## src/shared/sts_defs.vh

```
`ifndef STS_DEFS_VH
`define STS_DEFS_VH
// register byte offsets
`define STS_OFF_INTCTL   8'h00
`define STS_OFF_PIE      8'h04
`define STS_OFF_PIR      8'h08
`define STS_OFF_RSC      8'h0C
`define STS_OFF_TXBUF    8'h10
`define STS_OFF_TSC      8'h14
`define STS_OFF_RXFIFO   8'h18
`define STS_OFF_SLEEP    8'h1C
// interrupt_master_control bits
`define STS_INTCTL_GLOBAL_EN 7
`define STS_INTCTL_PERIPH_EN 6
// peripheral irq enable / flag bits
`define STS_PI_RC        5
`define STS_PI_TX        4
// receive_status_control bits
`define STS_RSC_PORT_EN  7
`define STS_RSC_RX_NINE  6
`define STS_RSC_RX_ONCE  5
`define STS_RSC_RX_CONT  4
`define STS_RSC_ADDR_DET 3
`define STS_RSC_OVERRUN  1
`define STS_RSC_RX_BIT8  0
// transmit_status_control bits
`define STS_TSC_CLK_SRC  7
`define STS_TSC_TX_NINE  6
`define STS_TSC_TX_EN    5
`define STS_TSC_SYNC     4
`define STS_TSC_SR_EMPTY 1
`define STS_TSC_TX_BIT8  0
// character lengths in link clocks, and receive fifo depth
`define STS_BITS_BYTE    4'h8
`define STS_BITS_NINE    4'h9
`define STS_FIFO_DEPTH   2'h2
// reset values
`define STS_RST_TSC      8'h02
`define STS_RST_BYTE     8'h00
// interrupt vector address
`define STS_ISR_VECTOR   16'h0004
// axi responses
`define STS_RESP_OKAY    2'b00
`define STS_RESP_SLVERR  2'b10
`endif

```

## src/rtl/sts_usart_slave.v

```verilog
`timescale 1ns/1ps
`include "sts_defs.vh"
module sts_usart_slave #(
  parameter ADDR_W = 8
) (
  input  wire              aclk,
  input  wire              aresetn,
  input  wire [ADDR_W-1:0] s_axi_awaddr,
  input  wire              s_axi_awvalid,
  output wire              s_axi_awready,
  input  wire [31:0]       s_axi_wdata,
  input  wire [3:0]        s_axi_wstrb,
  input  wire              s_axi_wvalid,
  output wire              s_axi_wready,
  output reg  [1:0]        s_axi_bresp,
  output reg               s_axi_bvalid,
  input  wire              s_axi_bready,
  input  wire [ADDR_W-1:0] s_axi_araddr,
  input  wire              s_axi_arvalid,
  output wire              s_axi_arready,
  output reg  [31:0]       s_axi_rdata,
  output reg  [1:0]        s_axi_rresp,
  output reg               s_axi_rvalid,
  input  wire              s_axi_rready,
  input  wire              clock_pin_i,
  output wire              clock_pin_o,
  output wire              clock_pin_oe_n,
  input  wire              data_pin_i,
  output reg               data_pin_o,
  output wire              data_pin_oe_n,
  output wire              wake,
  output wire              vector_isr,
  output wire [15:0]       vector_addr
);
  // control registers
  reg [7:0] intctl_reg;
  reg [7:0] pie_reg;
  reg [7:0] rsc_reg;
  reg [7:0] tsc_reg;
  reg       sleep_reg;

  // transmit side: buffer, shift register and flag
  reg [7:0] txbuf_reg;
  reg       txbuf_full_reg;
  reg       tx_ninth_buf_reg;
  reg [8:0] tx_shift_reg;
  reg [3:0] tx_cnt_reg;
  reg       tx_busy_reg;
  reg       tx_flag_reg;

  // receive side: shift register and two-deep fifo
  reg [8:0] rx_shift_reg;
  reg [3:0] rx_cnt_reg;
  reg [8:0] fifo_mem [0:1];
  reg       fifo_rd_reg;
  reg [1:0] fifo_cnt_reg;
  reg       overrun_reg;

  // link pin synchronisers and edge detect
  reg [1:0] ck_sync_reg;
  reg [1:0] dt_sync_reg;
  reg       ck_prev_reg;

  // next values, worked out by the combinational processes below
  reg [7:0] txbuf_next;
  reg       txbuf_full_next;
  reg       tx_ninth_buf_next;
  reg [8:0] tx_shift_next;
  reg [3:0] tx_cnt_next;
  reg       tx_busy_next;
  reg       tx_flag_next;
  reg       data_out_next;
  reg [8:0] rx_shift_next;
  reg [3:0] rx_cnt_next;
  reg       fifo_rd_next;
  reg [1:0] fifo_cnt_next;
  reg       overrun_next;
  reg       fifo_we;

  // control bit decode
  wire port_en     = rsc_reg[`STS_RSC_PORT_EN];
  wire cont_rx_en  = rsc_reg[`STS_RSC_RX_CONT];
  wire once_rx_en  = rsc_reg[`STS_RSC_RX_ONCE];
  wire rx_nine_en  = rsc_reg[`STS_RSC_RX_NINE];
  wire tx_nine_en  = tsc_reg[`STS_TSC_TX_NINE];
  wire tx_en       = tsc_reg[`STS_TSC_TX_EN];
  wire sync_sel    = tsc_reg[`STS_TSC_SYNC];
  wire clk_src_sel = tsc_reg[`STS_TSC_CLK_SRC];

  // slave mode decode
  wire slave_mode = sync_sel & ~clk_src_sel & port_en;
  // single receive enable is a don't care once continuous receive is set
  wire rx_mode    = slave_mode & cont_rx_en;
  wire tx_mode    = slave_mode & ~cont_rx_en & ~once_rx_en & tx_en;

  // link clock edges; clock and data pass the same two flops, so they stay aligned
  // and a data bit sampled at a trailing edge is the one the master set up
  wire ck         = ck_sync_reg[1];
  wire ck_lead    = ck & ~ck_prev_reg;
  wire ck_trail   = ~ck & ck_prev_reg;
  wire [3:0] tx_bits = tx_nine_en ? `STS_BITS_NINE : `STS_BITS_BYTE;
  wire [3:0] rx_bits = rx_nine_en ? `STS_BITS_NINE : `STS_BITS_BYTE;

  // status seen by software
  wire sr_empty   = ~tx_busy_reg;
  wire rx_flag    = (fifo_cnt_reg != 2'h0);
  wire [8:0] fifo_top = fifo_mem[fifo_rd_reg];

  // receive helpers: one sampled bit, the last bit of a word, the shifted word
  wire rx_bit     = rx_mode & ck_trail & ~overrun_reg;
  wire rx_last    = (rx_cnt_reg == rx_bits - 4'h1);
  wire [8:0] rx_shift_in = rx_nine_en ? {dt_sync_reg[1], rx_shift_reg[8:1]}
                                      : {1'b0, dt_sync_reg[1], rx_shift_reg[7:1]};
  // the free slot is the top when empty and one past it with one word; a pop in the same cycle frees the top
  // itself only when the fifo is full, which this sum already yields
  wire fifo_wa    = fifo_rd_reg ^ fifo_cnt_reg[0];

  // pins: clock never driven in slave mode, data driven only when sending
  assign clock_pin_o    = 1'b0;
  assign clock_pin_oe_n = 1'b1;
  assign data_pin_oe_n  = ~tx_mode;

  // wake and vector outputs; the wake is a level, it stays until a flag clears
  assign wake = intctl_reg[`STS_INTCTL_PERIPH_EN] &
                ((tx_flag_reg & pie_reg[`STS_PI_TX]) |
                 (rx_flag & pie_reg[`STS_PI_RC]));
  assign vector_isr  = wake & intctl_reg[`STS_INTCTL_GLOBAL_EN];
  assign vector_addr = `STS_ISR_VECTOR;

  // axi write channel: accept address and data together
  wire wr_fire = s_axi_awvalid & s_axi_wvalid & ~s_axi_bvalid;
  assign s_axi_awready = wr_fire;
  assign s_axi_wready  = wr_fire;
  wire wr_en   = wr_fire & s_axi_wstrb[0];
  wire [ADDR_W-1:0] wa = s_axi_awaddr;
  wire wr_known = (wa == `STS_OFF_INTCTL) | (wa == `STS_OFF_PIE) | (wa == `STS_OFF_PIR) |
                  (wa == `STS_OFF_RSC) | (wa == `STS_OFF_TXBUF) | (wa == `STS_OFF_TSC) |
                  (wa == `STS_OFF_RXFIFO) | (wa == `STS_OFF_SLEEP);
  wire wr_txbuf = wr_en & (wa == `STS_OFF_TXBUF);
  wire wr_rsc   = wr_en & (wa == `STS_OFF_RSC);

  // axi read channel
  wire rd_fire = s_axi_arvalid & ~s_axi_rvalid;
  assign s_axi_arready = rd_fire;
  wire rd_fifo = rd_fire & (s_axi_araddr == `STS_OFF_RXFIFO) & rx_flag;

  // bus response registers
  always @(posedge aclk) begin
    if (!aresetn) begin
      s_axi_bvalid <= 1'b0;
      s_axi_bresp  <= `STS_RESP_OKAY;
      s_axi_rvalid <= 1'b0;
      s_axi_rresp  <= `STS_RESP_OKAY;
      s_axi_rdata  <= 32'h0000_0000;
    end else begin
      if (wr_fire) begin
        s_axi_bvalid <= 1'b1;
        s_axi_bresp  <= wr_known ? `STS_RESP_OKAY : `STS_RESP_SLVERR;
      end else if (s_axi_bready) begin
        s_axi_bvalid <= 1'b0;
      end
      if (rd_fire) begin
        s_axi_rvalid <= 1'b1;
        s_axi_rresp  <= `STS_RESP_OKAY;
        s_axi_rdata  <= 32'h0000_0000;
        case (s_axi_araddr)
          `STS_OFF_INTCTL: s_axi_rdata[7:0] <= intctl_reg;
          `STS_OFF_PIE:    s_axi_rdata[7:0] <= pie_reg;
          `STS_OFF_PIR:    s_axi_rdata[7:0] <= {2'h0, rx_flag, tx_flag_reg, 4'h0};
          `STS_OFF_RSC:    s_axi_rdata[7:0] <= {rsc_reg[7:3], 1'b0, overrun_reg,
                                                fifo_top[8] & rx_flag};
          `STS_OFF_TXBUF:  s_axi_rdata[7:0] <= 8'h00;
          `STS_OFF_TSC:    s_axi_rdata[7:0] <= {tsc_reg[7:4], 2'h0, sr_empty,
                                                tsc_reg[`STS_TSC_TX_BIT8]};
          `STS_OFF_RXFIFO: s_axi_rdata[7:0] <= rx_flag ? fifo_top[7:0] : 8'h00;
          `STS_OFF_SLEEP:  s_axi_rdata[0]   <= sleep_reg;
          default:         s_axi_rresp      <= `STS_RESP_SLVERR;
        endcase
      end else if (s_axi_rready) begin
        s_axi_rvalid <= 1'b0;
      end
    end
  end

  // software written control registers; sleep bit clears on wake
  always @(posedge aclk) begin
    if (!aresetn) begin
      intctl_reg <= `STS_RST_BYTE;
      pie_reg    <= `STS_RST_BYTE;
      rsc_reg    <= `STS_RST_BYTE;
      tsc_reg    <= `STS_RST_TSC;
      sleep_reg  <= 1'b0;
    end else begin
      if (wr_en && wa == `STS_OFF_INTCTL) intctl_reg <= s_axi_wdata[7:0];
      if (wr_en && wa == `STS_OFF_PIE)    pie_reg    <= s_axi_wdata[7:0];
      if (wr_rsc) rsc_reg <= {s_axi_wdata[7:3], 3'b000};
      if (wr_en && wa == `STS_OFF_TSC)    tsc_reg    <= s_axi_wdata[7:0];
      if (wake) sleep_reg <= 1'b0;
      else if (wr_en && wa == `STS_OFF_SLEEP) sleep_reg <= s_axi_wdata[0];
    end
  end

  // two-flop synchronisers on link pins
  always @(posedge aclk) begin
    if (!aresetn) begin
      ck_sync_reg <= 2'b00;
      dt_sync_reg <= 2'b00;
      ck_prev_reg <= 1'b0;
    end else begin
      ck_sync_reg <= {ck_sync_reg[0], clock_pin_i};
      dt_sync_reg <= {dt_sync_reg[0], data_pin_i};
      ck_prev_reg <= ck;
    end
  end

  // transmit next state: buffer write, load of the shift register, shifting.
  // the shift register only moves on link clock edges, so it keeps working
  // while the processor sleeps; the master decides when each bit goes out.
  // a buffer write in the cycle of a load refills the buffer, so the flag
  // stays clear then: the flag reports an empty buffer, not a finished load.
  always @* begin
    txbuf_next        = txbuf_reg;
    txbuf_full_next   = txbuf_full_reg;
    tx_ninth_buf_next = tx_ninth_buf_reg;
    tx_shift_next     = tx_shift_reg;
    tx_cnt_next       = tx_cnt_reg;
    tx_busy_next      = tx_busy_reg;
    tx_flag_next      = tx_flag_reg;
    data_out_next     = data_pin_o;
    if (wr_txbuf) begin
      txbuf_next        = s_axi_wdata[7:0];
      tx_ninth_buf_next = tsc_reg[`STS_TSC_TX_BIT8];
      txbuf_full_next   = 1'b1;
      tx_flag_next      = 1'b0;
    end
    if (!tx_mode) begin
      // leaving transmit drops the word in flight; an empty buffer raises the flag
      tx_busy_next = 1'b0;
      tx_cnt_next  = 4'h0;
      if (!wr_txbuf && !txbuf_full_reg) begin
        tx_flag_next = 1'b1;
      end
    end else if (!tx_busy_reg && txbuf_full_reg) begin
      // idle shift register takes the buffered word at once
      tx_shift_next   = {tx_ninth_buf_reg, txbuf_reg};
      tx_busy_next    = 1'b1;
      tx_cnt_next     = 4'h0;
      txbuf_full_next = wr_txbuf;
      if (!wr_txbuf) begin
        tx_flag_next = 1'b1;
      end
    end else if (tx_busy_reg && ck_lead) begin
      // leading edge changes the data bit, lsb first; works in sleep
      data_out_next = tx_shift_reg[0];
      tx_shift_next = {1'b0, tx_shift_reg[8:1]};
      tx_cnt_next   = tx_cnt_reg + 4'h1;
    end else if (tx_busy_reg && ck_trail && tx_cnt_reg == tx_bits) begin
      // the last bit has been held across its trailing edge
      tx_busy_next = 1'b0;
    end
  end

  // transmit registers
  always @(posedge aclk) begin
    if (!aresetn) begin
      txbuf_reg        <= `STS_RST_BYTE;
      txbuf_full_reg   <= 1'b0;
      tx_ninth_buf_reg <= 1'b0;
      tx_shift_reg     <= 9'h000;
      tx_cnt_reg       <= 4'h0;
      tx_busy_reg      <= 1'b0;
      tx_flag_reg      <= 1'b0;
      data_pin_o       <= 1'b0;
    end else begin
      txbuf_reg        <= txbuf_next;
      txbuf_full_reg   <= txbuf_full_next;
      tx_ninth_buf_reg <= tx_ninth_buf_next;
      tx_shift_reg     <= tx_shift_next;
      tx_cnt_reg       <= tx_cnt_next;
      tx_busy_reg      <= tx_busy_next;
      tx_flag_reg      <= tx_flag_next;
      data_pin_o       <= data_out_next;
    end
  end

  // receive next state: sample on trailing edges, lsb first, then push the
  // word into the fifo. a full fifo with no read in the same cycle raises
  // overrun and freezes the receiver; stored words are never overwritten.
  // a read that meets a completing word makes room for it, so no overrun.
  always @* begin
    rx_shift_next = rx_shift_reg;
    rx_cnt_next   = rx_cnt_reg;
    fifo_rd_next  = fifo_rd_reg;
    fifo_cnt_next = fifo_cnt_reg;
    overrun_next  = overrun_reg;
    fifo_we       = 1'b0;
    if (!rx_mode) begin
      rx_cnt_next  = 4'h0;                                  // partial word dropped
      overrun_next = 1'b0;
    end else if (rx_bit) begin
      rx_shift_next = rx_shift_in;
      rx_cnt_next   = rx_last ? 4'h0 : rx_cnt_reg + 4'h1;
    end
    if (rx_bit && rx_last) begin
      if (fifo_cnt_reg == `STS_FIFO_DEPTH && !rd_fifo) begin
        overrun_next = 1'b1;
      end else begin
        fifo_we = 1'b1;
        if (!rd_fifo) begin
          fifo_cnt_next = fifo_cnt_reg + 2'h1;
        end
      end
    end else if (rd_fifo) begin
      fifo_cnt_next = fifo_cnt_reg - 2'h1;
    end
    if (rd_fifo) begin
      fifo_rd_next = ~fifo_rd_reg;
    end
  end

  // receive registers and fifo storage
  always @(posedge aclk) begin
    if (!aresetn) begin
      rx_shift_reg <= 9'h000;
      rx_cnt_reg   <= 4'h0;
      fifo_rd_reg  <= 1'b0;
      fifo_cnt_reg <= 2'h0;
      overrun_reg  <= 1'b0;
      fifo_mem[0]  <= 9'h000;
      fifo_mem[1]  <= 9'h000;
    end else begin
      rx_shift_reg <= rx_shift_next;
      rx_cnt_reg   <= rx_cnt_next;
      fifo_rd_reg  <= fifo_rd_next;
      fifo_cnt_reg <= fifo_cnt_next;
      overrun_reg  <= overrun_next;
      if (fifo_we) begin
        fifo_mem[fifo_wa] <= rx_shift_in;
      end
    end
  end

endmodule // sts_usart_slave

```

## config.mk

```make
export PLATFORM = sky130hd
export DESIGN_NAME = sts_usart_slave
export DESIGN_NICKNAME = d
export VERILOG_FILES = /design/src/rtl/sts_usart_slave.v
export VERILOG_INCLUDE_DIRS = /design/src /design/src/shared
export SDC_FILE = /design/constraint.sdc
export NUM_CORES = 1
export LEC_CHECK = 0
export BUFFER_PORTS_ARGS = -buffer_cell sky130_fd_sc_hd__buf_2
export CAP_MARGIN = 20
export CELL_PAD_IN_SITES_DETAIL_PLACEMENT = 1
export CELL_PAD_IN_SITES_GLOBAL_PLACEMENT = 2
export CORE_MARGIN = 8
export CORE_UTILIZATION = 37
export CTS_BUF_LIST = sky130_fd_sc_hd__clkbuf_8
export DETAILED_ROUTE_END_ITERATION = 8
export PLACE_DENSITY = 0.95
export SLEW_MARGIN = 20
export SYNTH_ARGS = -nofsm -noshare
export SYNTH_HDL_FRONTEND = slang
export SYNTH_SLANG_ARGS = --single-unit
```

## constraint.sdc

```tcl
create_clock -name aclk -period 6.3 [get_ports aclk]
set_clock_uncertainty 0.15 [all_clocks]
set_input_delay 1.26 -clock aclk [delete_from_list [all_inputs] [get_ports aclk]]
set_output_delay 1.26 -clock aclk [all_outputs]
set_load 0.02 [all_outputs]
```

==> results.cfg <==
[timing]
maxSlewViolCount = 0
fmax_mhz = 280.6
fin_crit_sh_pct = 56.56
finalSetupViolCount = 0
slew_headroom_pct = 34.41
tns_ns = 0
hold_viol = 0
rsz0062_at_grt = false
tightest_slew_ns = 0.9706
post-route-min-period_ns = 3.563

[final_layout]
seq_area_um2 = 2282
layout.nets = 624
drive_gt1_share_pct = 15.37
largest_reg_flops = 18
stdcell_count = 746
area_growth_pct = 8.384
multi_input_comb_area_um2 = 2618
n_fill_cell = 1608
n_antenna_cell = 0

[flow_run]
max-cap-violations = 0

[power]
pwr_density_cell_nw_per_um2 = 225.3
vdd_drop_max_v = 0.00008374
p_leak_nw = 2.353
total_power_mw = 1.269

[clocking]
post_cts_buffers = 0
clkLatencyLatePin_ns = 0.38
ctsHoldBuffers = 0
clockBufferDepth = 2
clk_pin_slew_ns = 0.10
cts_tree = done
htree_levels = 3
clockRootBuffer = clkbuf_8
cts_sinks = 105
postCtsResizedCells = 0
numCtsBuffers = 9

[yosys]
netlist_instances = 522
syn-cell-area_um2 = 5194
synthArstFlopShare_pct = 0
yosysWarnings = 0
ys_ff_latch = 105
synth_cell_types = 65
ys_seq_area_share_pct = 43.94
synth_edf_count = 18
synth_ff_type = dfxtp_1
syn_area_per_cell_um2 = 9.950

[setup_path]
critPathKind = in -> out
cp_max_fo = 14
worstPathArrival_ns = 2.15
cp_data_required_time_ns = 4.89
start_kind = input pin
end_kind = output pin
r2r_cells = 6

[global_route]
grt_usage_pct = 14.64
grt_pass1_vias = 4041
grt_pass1_wl_mm = 21.41
grt_max_degree = 89
grt_overflow_total = 0
antenna_found_initial = 1

[placed_design]
dp.cells = 730
portBuffers = 52
dp.final_hpwl_mm = 9.829
routabilityCongestion = 0.8117

[worst_hold_path]
min_path_type = reg -> reg
hold_depth = 1

[floorplanning]
initial_core_util_pct = 37.71
dieArea_um2 = 18080
die_x_um = 134.5
core_area_um2 = 13770
num_io_pins = 124
die_height_um = 134.5
rows = 43

[run_status]
status = finished clean

[detailed_routing]
antenna_left = 0
vias = 3747
remaining_drc_errors = 0
dr.pass1.iters = 4
drt_iter0_markers = 236
wire_per_inst_um = 17.47
via_per_inst = 5.023
totalWireLength_mm = 13.03
-- power by group --
| group | switching (mW) | internal, mW |
|---|---|---|
| registers | 0.00546 | 0.693 |
| clock network | 0.245 | 0.226 |
| logic | 0.0716 | 0.0282 |
-- synth_stat cells (2+ instances only) --
cell type | n | share of area (%)
dfxtp_1 | 87 | 34
mux2i_1 | 60 | 12
nand2_1 | 53 | 3.8
buf_4 | 47 | 6.8
nor2b_1 | 38 | 4.6
and2_1 | 23 | 2.8
nor2_1 | 19 | 1.4
edfxtp_1 | 18 | 10
o21ai_0 | 16 | 1.5
a21boi_0 | 12 | 1.7
clkbuf_1 | 11 | 0.79
nand3_1 | 11 | 1.1
o211a_1 | 11 | 2.1
buf_2 | 7 | 0.67
nor3_1 | 7 | 0.67
xnor2_1 | 6 | 1.0
a31oi_1 | 5 | 0.60
nand2b_1 | 5 | 0.60
a21oi_1 | 4 | 0.39
and3_1 | 4 | 0.48
nand4_1 | 4 | 0.48
nor3b_1 | 4 | 0.58
o22ai_1 | 4 | 0.48
xor2_1 | 4 | 0.67
and4b_1 | 3 | 0.58
buf_1 | 3 | 0.22
inv_1 | 3 | 0.22
mux2_2 | 3 | 0.65
o21a_1 | 3 | 0.43
a211o_1 | 2 | 0.34
a21oi_4 | 2 | 0.63
a221oi_1 | 2 | 0.34
a32oi_1 | 2 | 0.34
and2b_1 | 2 | 0.29
conb_1 | 2 | 0.14
ha_1 | 2 | 0.48
nand4_4 | 2 | 0.82
nand4b_1 | 2 | 0.34
nor4bb_1 | 2 | 0.39
o31ai_1 | 2 | 0.29
-- cell usage in the layout (no fill, tap or decap), types with 12 or more instances in the layout --
| cell | synthesis | layout |
|---|---|---|
| and2_1 | 23 | 23 |
| a21boi_0 | 12 | 12 |
| nand2_1 | 53 | 53 |
| o21ai_0 | 16 | 16 |
| conb_1 | 2 | 44 |
| buf_2 | 7 | 52 |
| dfxtp_1 | 87 | 87 |
| nor2_1 | 19 | 19 |
| mux2i_1 | 60 | 60 |
| nor2b_1 | 38 | 38 |
| edfxtp_1 | 18 | 18 |
-- area by class of cell --
type / instances / share of cell area, %
sequential: 105 / 40.54
clock buffer: 9 / 2.200
clock inverter: 7 / 1.667
inverter: 3 / 0.2000
tap: 180 / 4.001
multi-input combinational: 388 / 46.50
timing repair buffer: 54 / 4.890
-- through the flow --
step / hold slack, ns / cell area [um2] / util, % / setup slack, ns
after floorplan: 0.2619 / 5351 / - / 2.975
after global placement: 0.2674 / 5411 / 39.29 / 2.609
after detailed placement: 0.2712 / 5411 / 39.29 / 2.502
after CTS: 0.2949 / 5629 / 40.87 / 2.737
after global routing: 0.3160 / 5629 / 40.87 / 2.649
final: 0.2899 / 5629 / 40.87 / 2.737
-- per-layer routing --
layer  share of wire (%)  global-route usage [%]  vias up
met3                 6.8                   4.012       17
met2                  47                   23.95       87
met4                 1.5                   5.053        2
met5                0.10                       0        -
li1                    -                       -     1827
met1                  45                   18.15     1814
-- worst max-delay path: stages --
cell and delay (ns):
buf_2 0.09, nand2b_1 0.17, inv_1 0.39, buf_2 0.25
-- path summary, 6_finish.rpt --
kind / start / endpoint / slack [ns]
setup reg to reg: s_axi_rvalid / fifo_mem[1][5] / 3.52
setup / recovery: s_axi_arvalid / s_axi_arready / 2.74
hold / removal: dt_sync_reg[0] / dt_sync_reg[1] / 0.29
hold reg to reg: dt_sync_reg[0] / dt_sync_reg[1] / 0.29
-- logic make-up after synthesis --
| logic type | after synthesis | synth area share, % |
|---|---|---|
| flip-flops | 105 | 43.94 |
| XOR/XNOR | 10 | 1.686 |
| AO/OA/AOI/OAI | 75 | 10.87 |
| buffers and inverters | 71 | 8.697 |
| multiplexers | 63 | 12.21 |
| other | 2 | 0.1446 |
| AND/OR/NAND/NOR | 194 | 21.97 |
| adder cells (fa/ha/maj) | 2 | 0.4817 |
(Power assumes the default switching activity.)
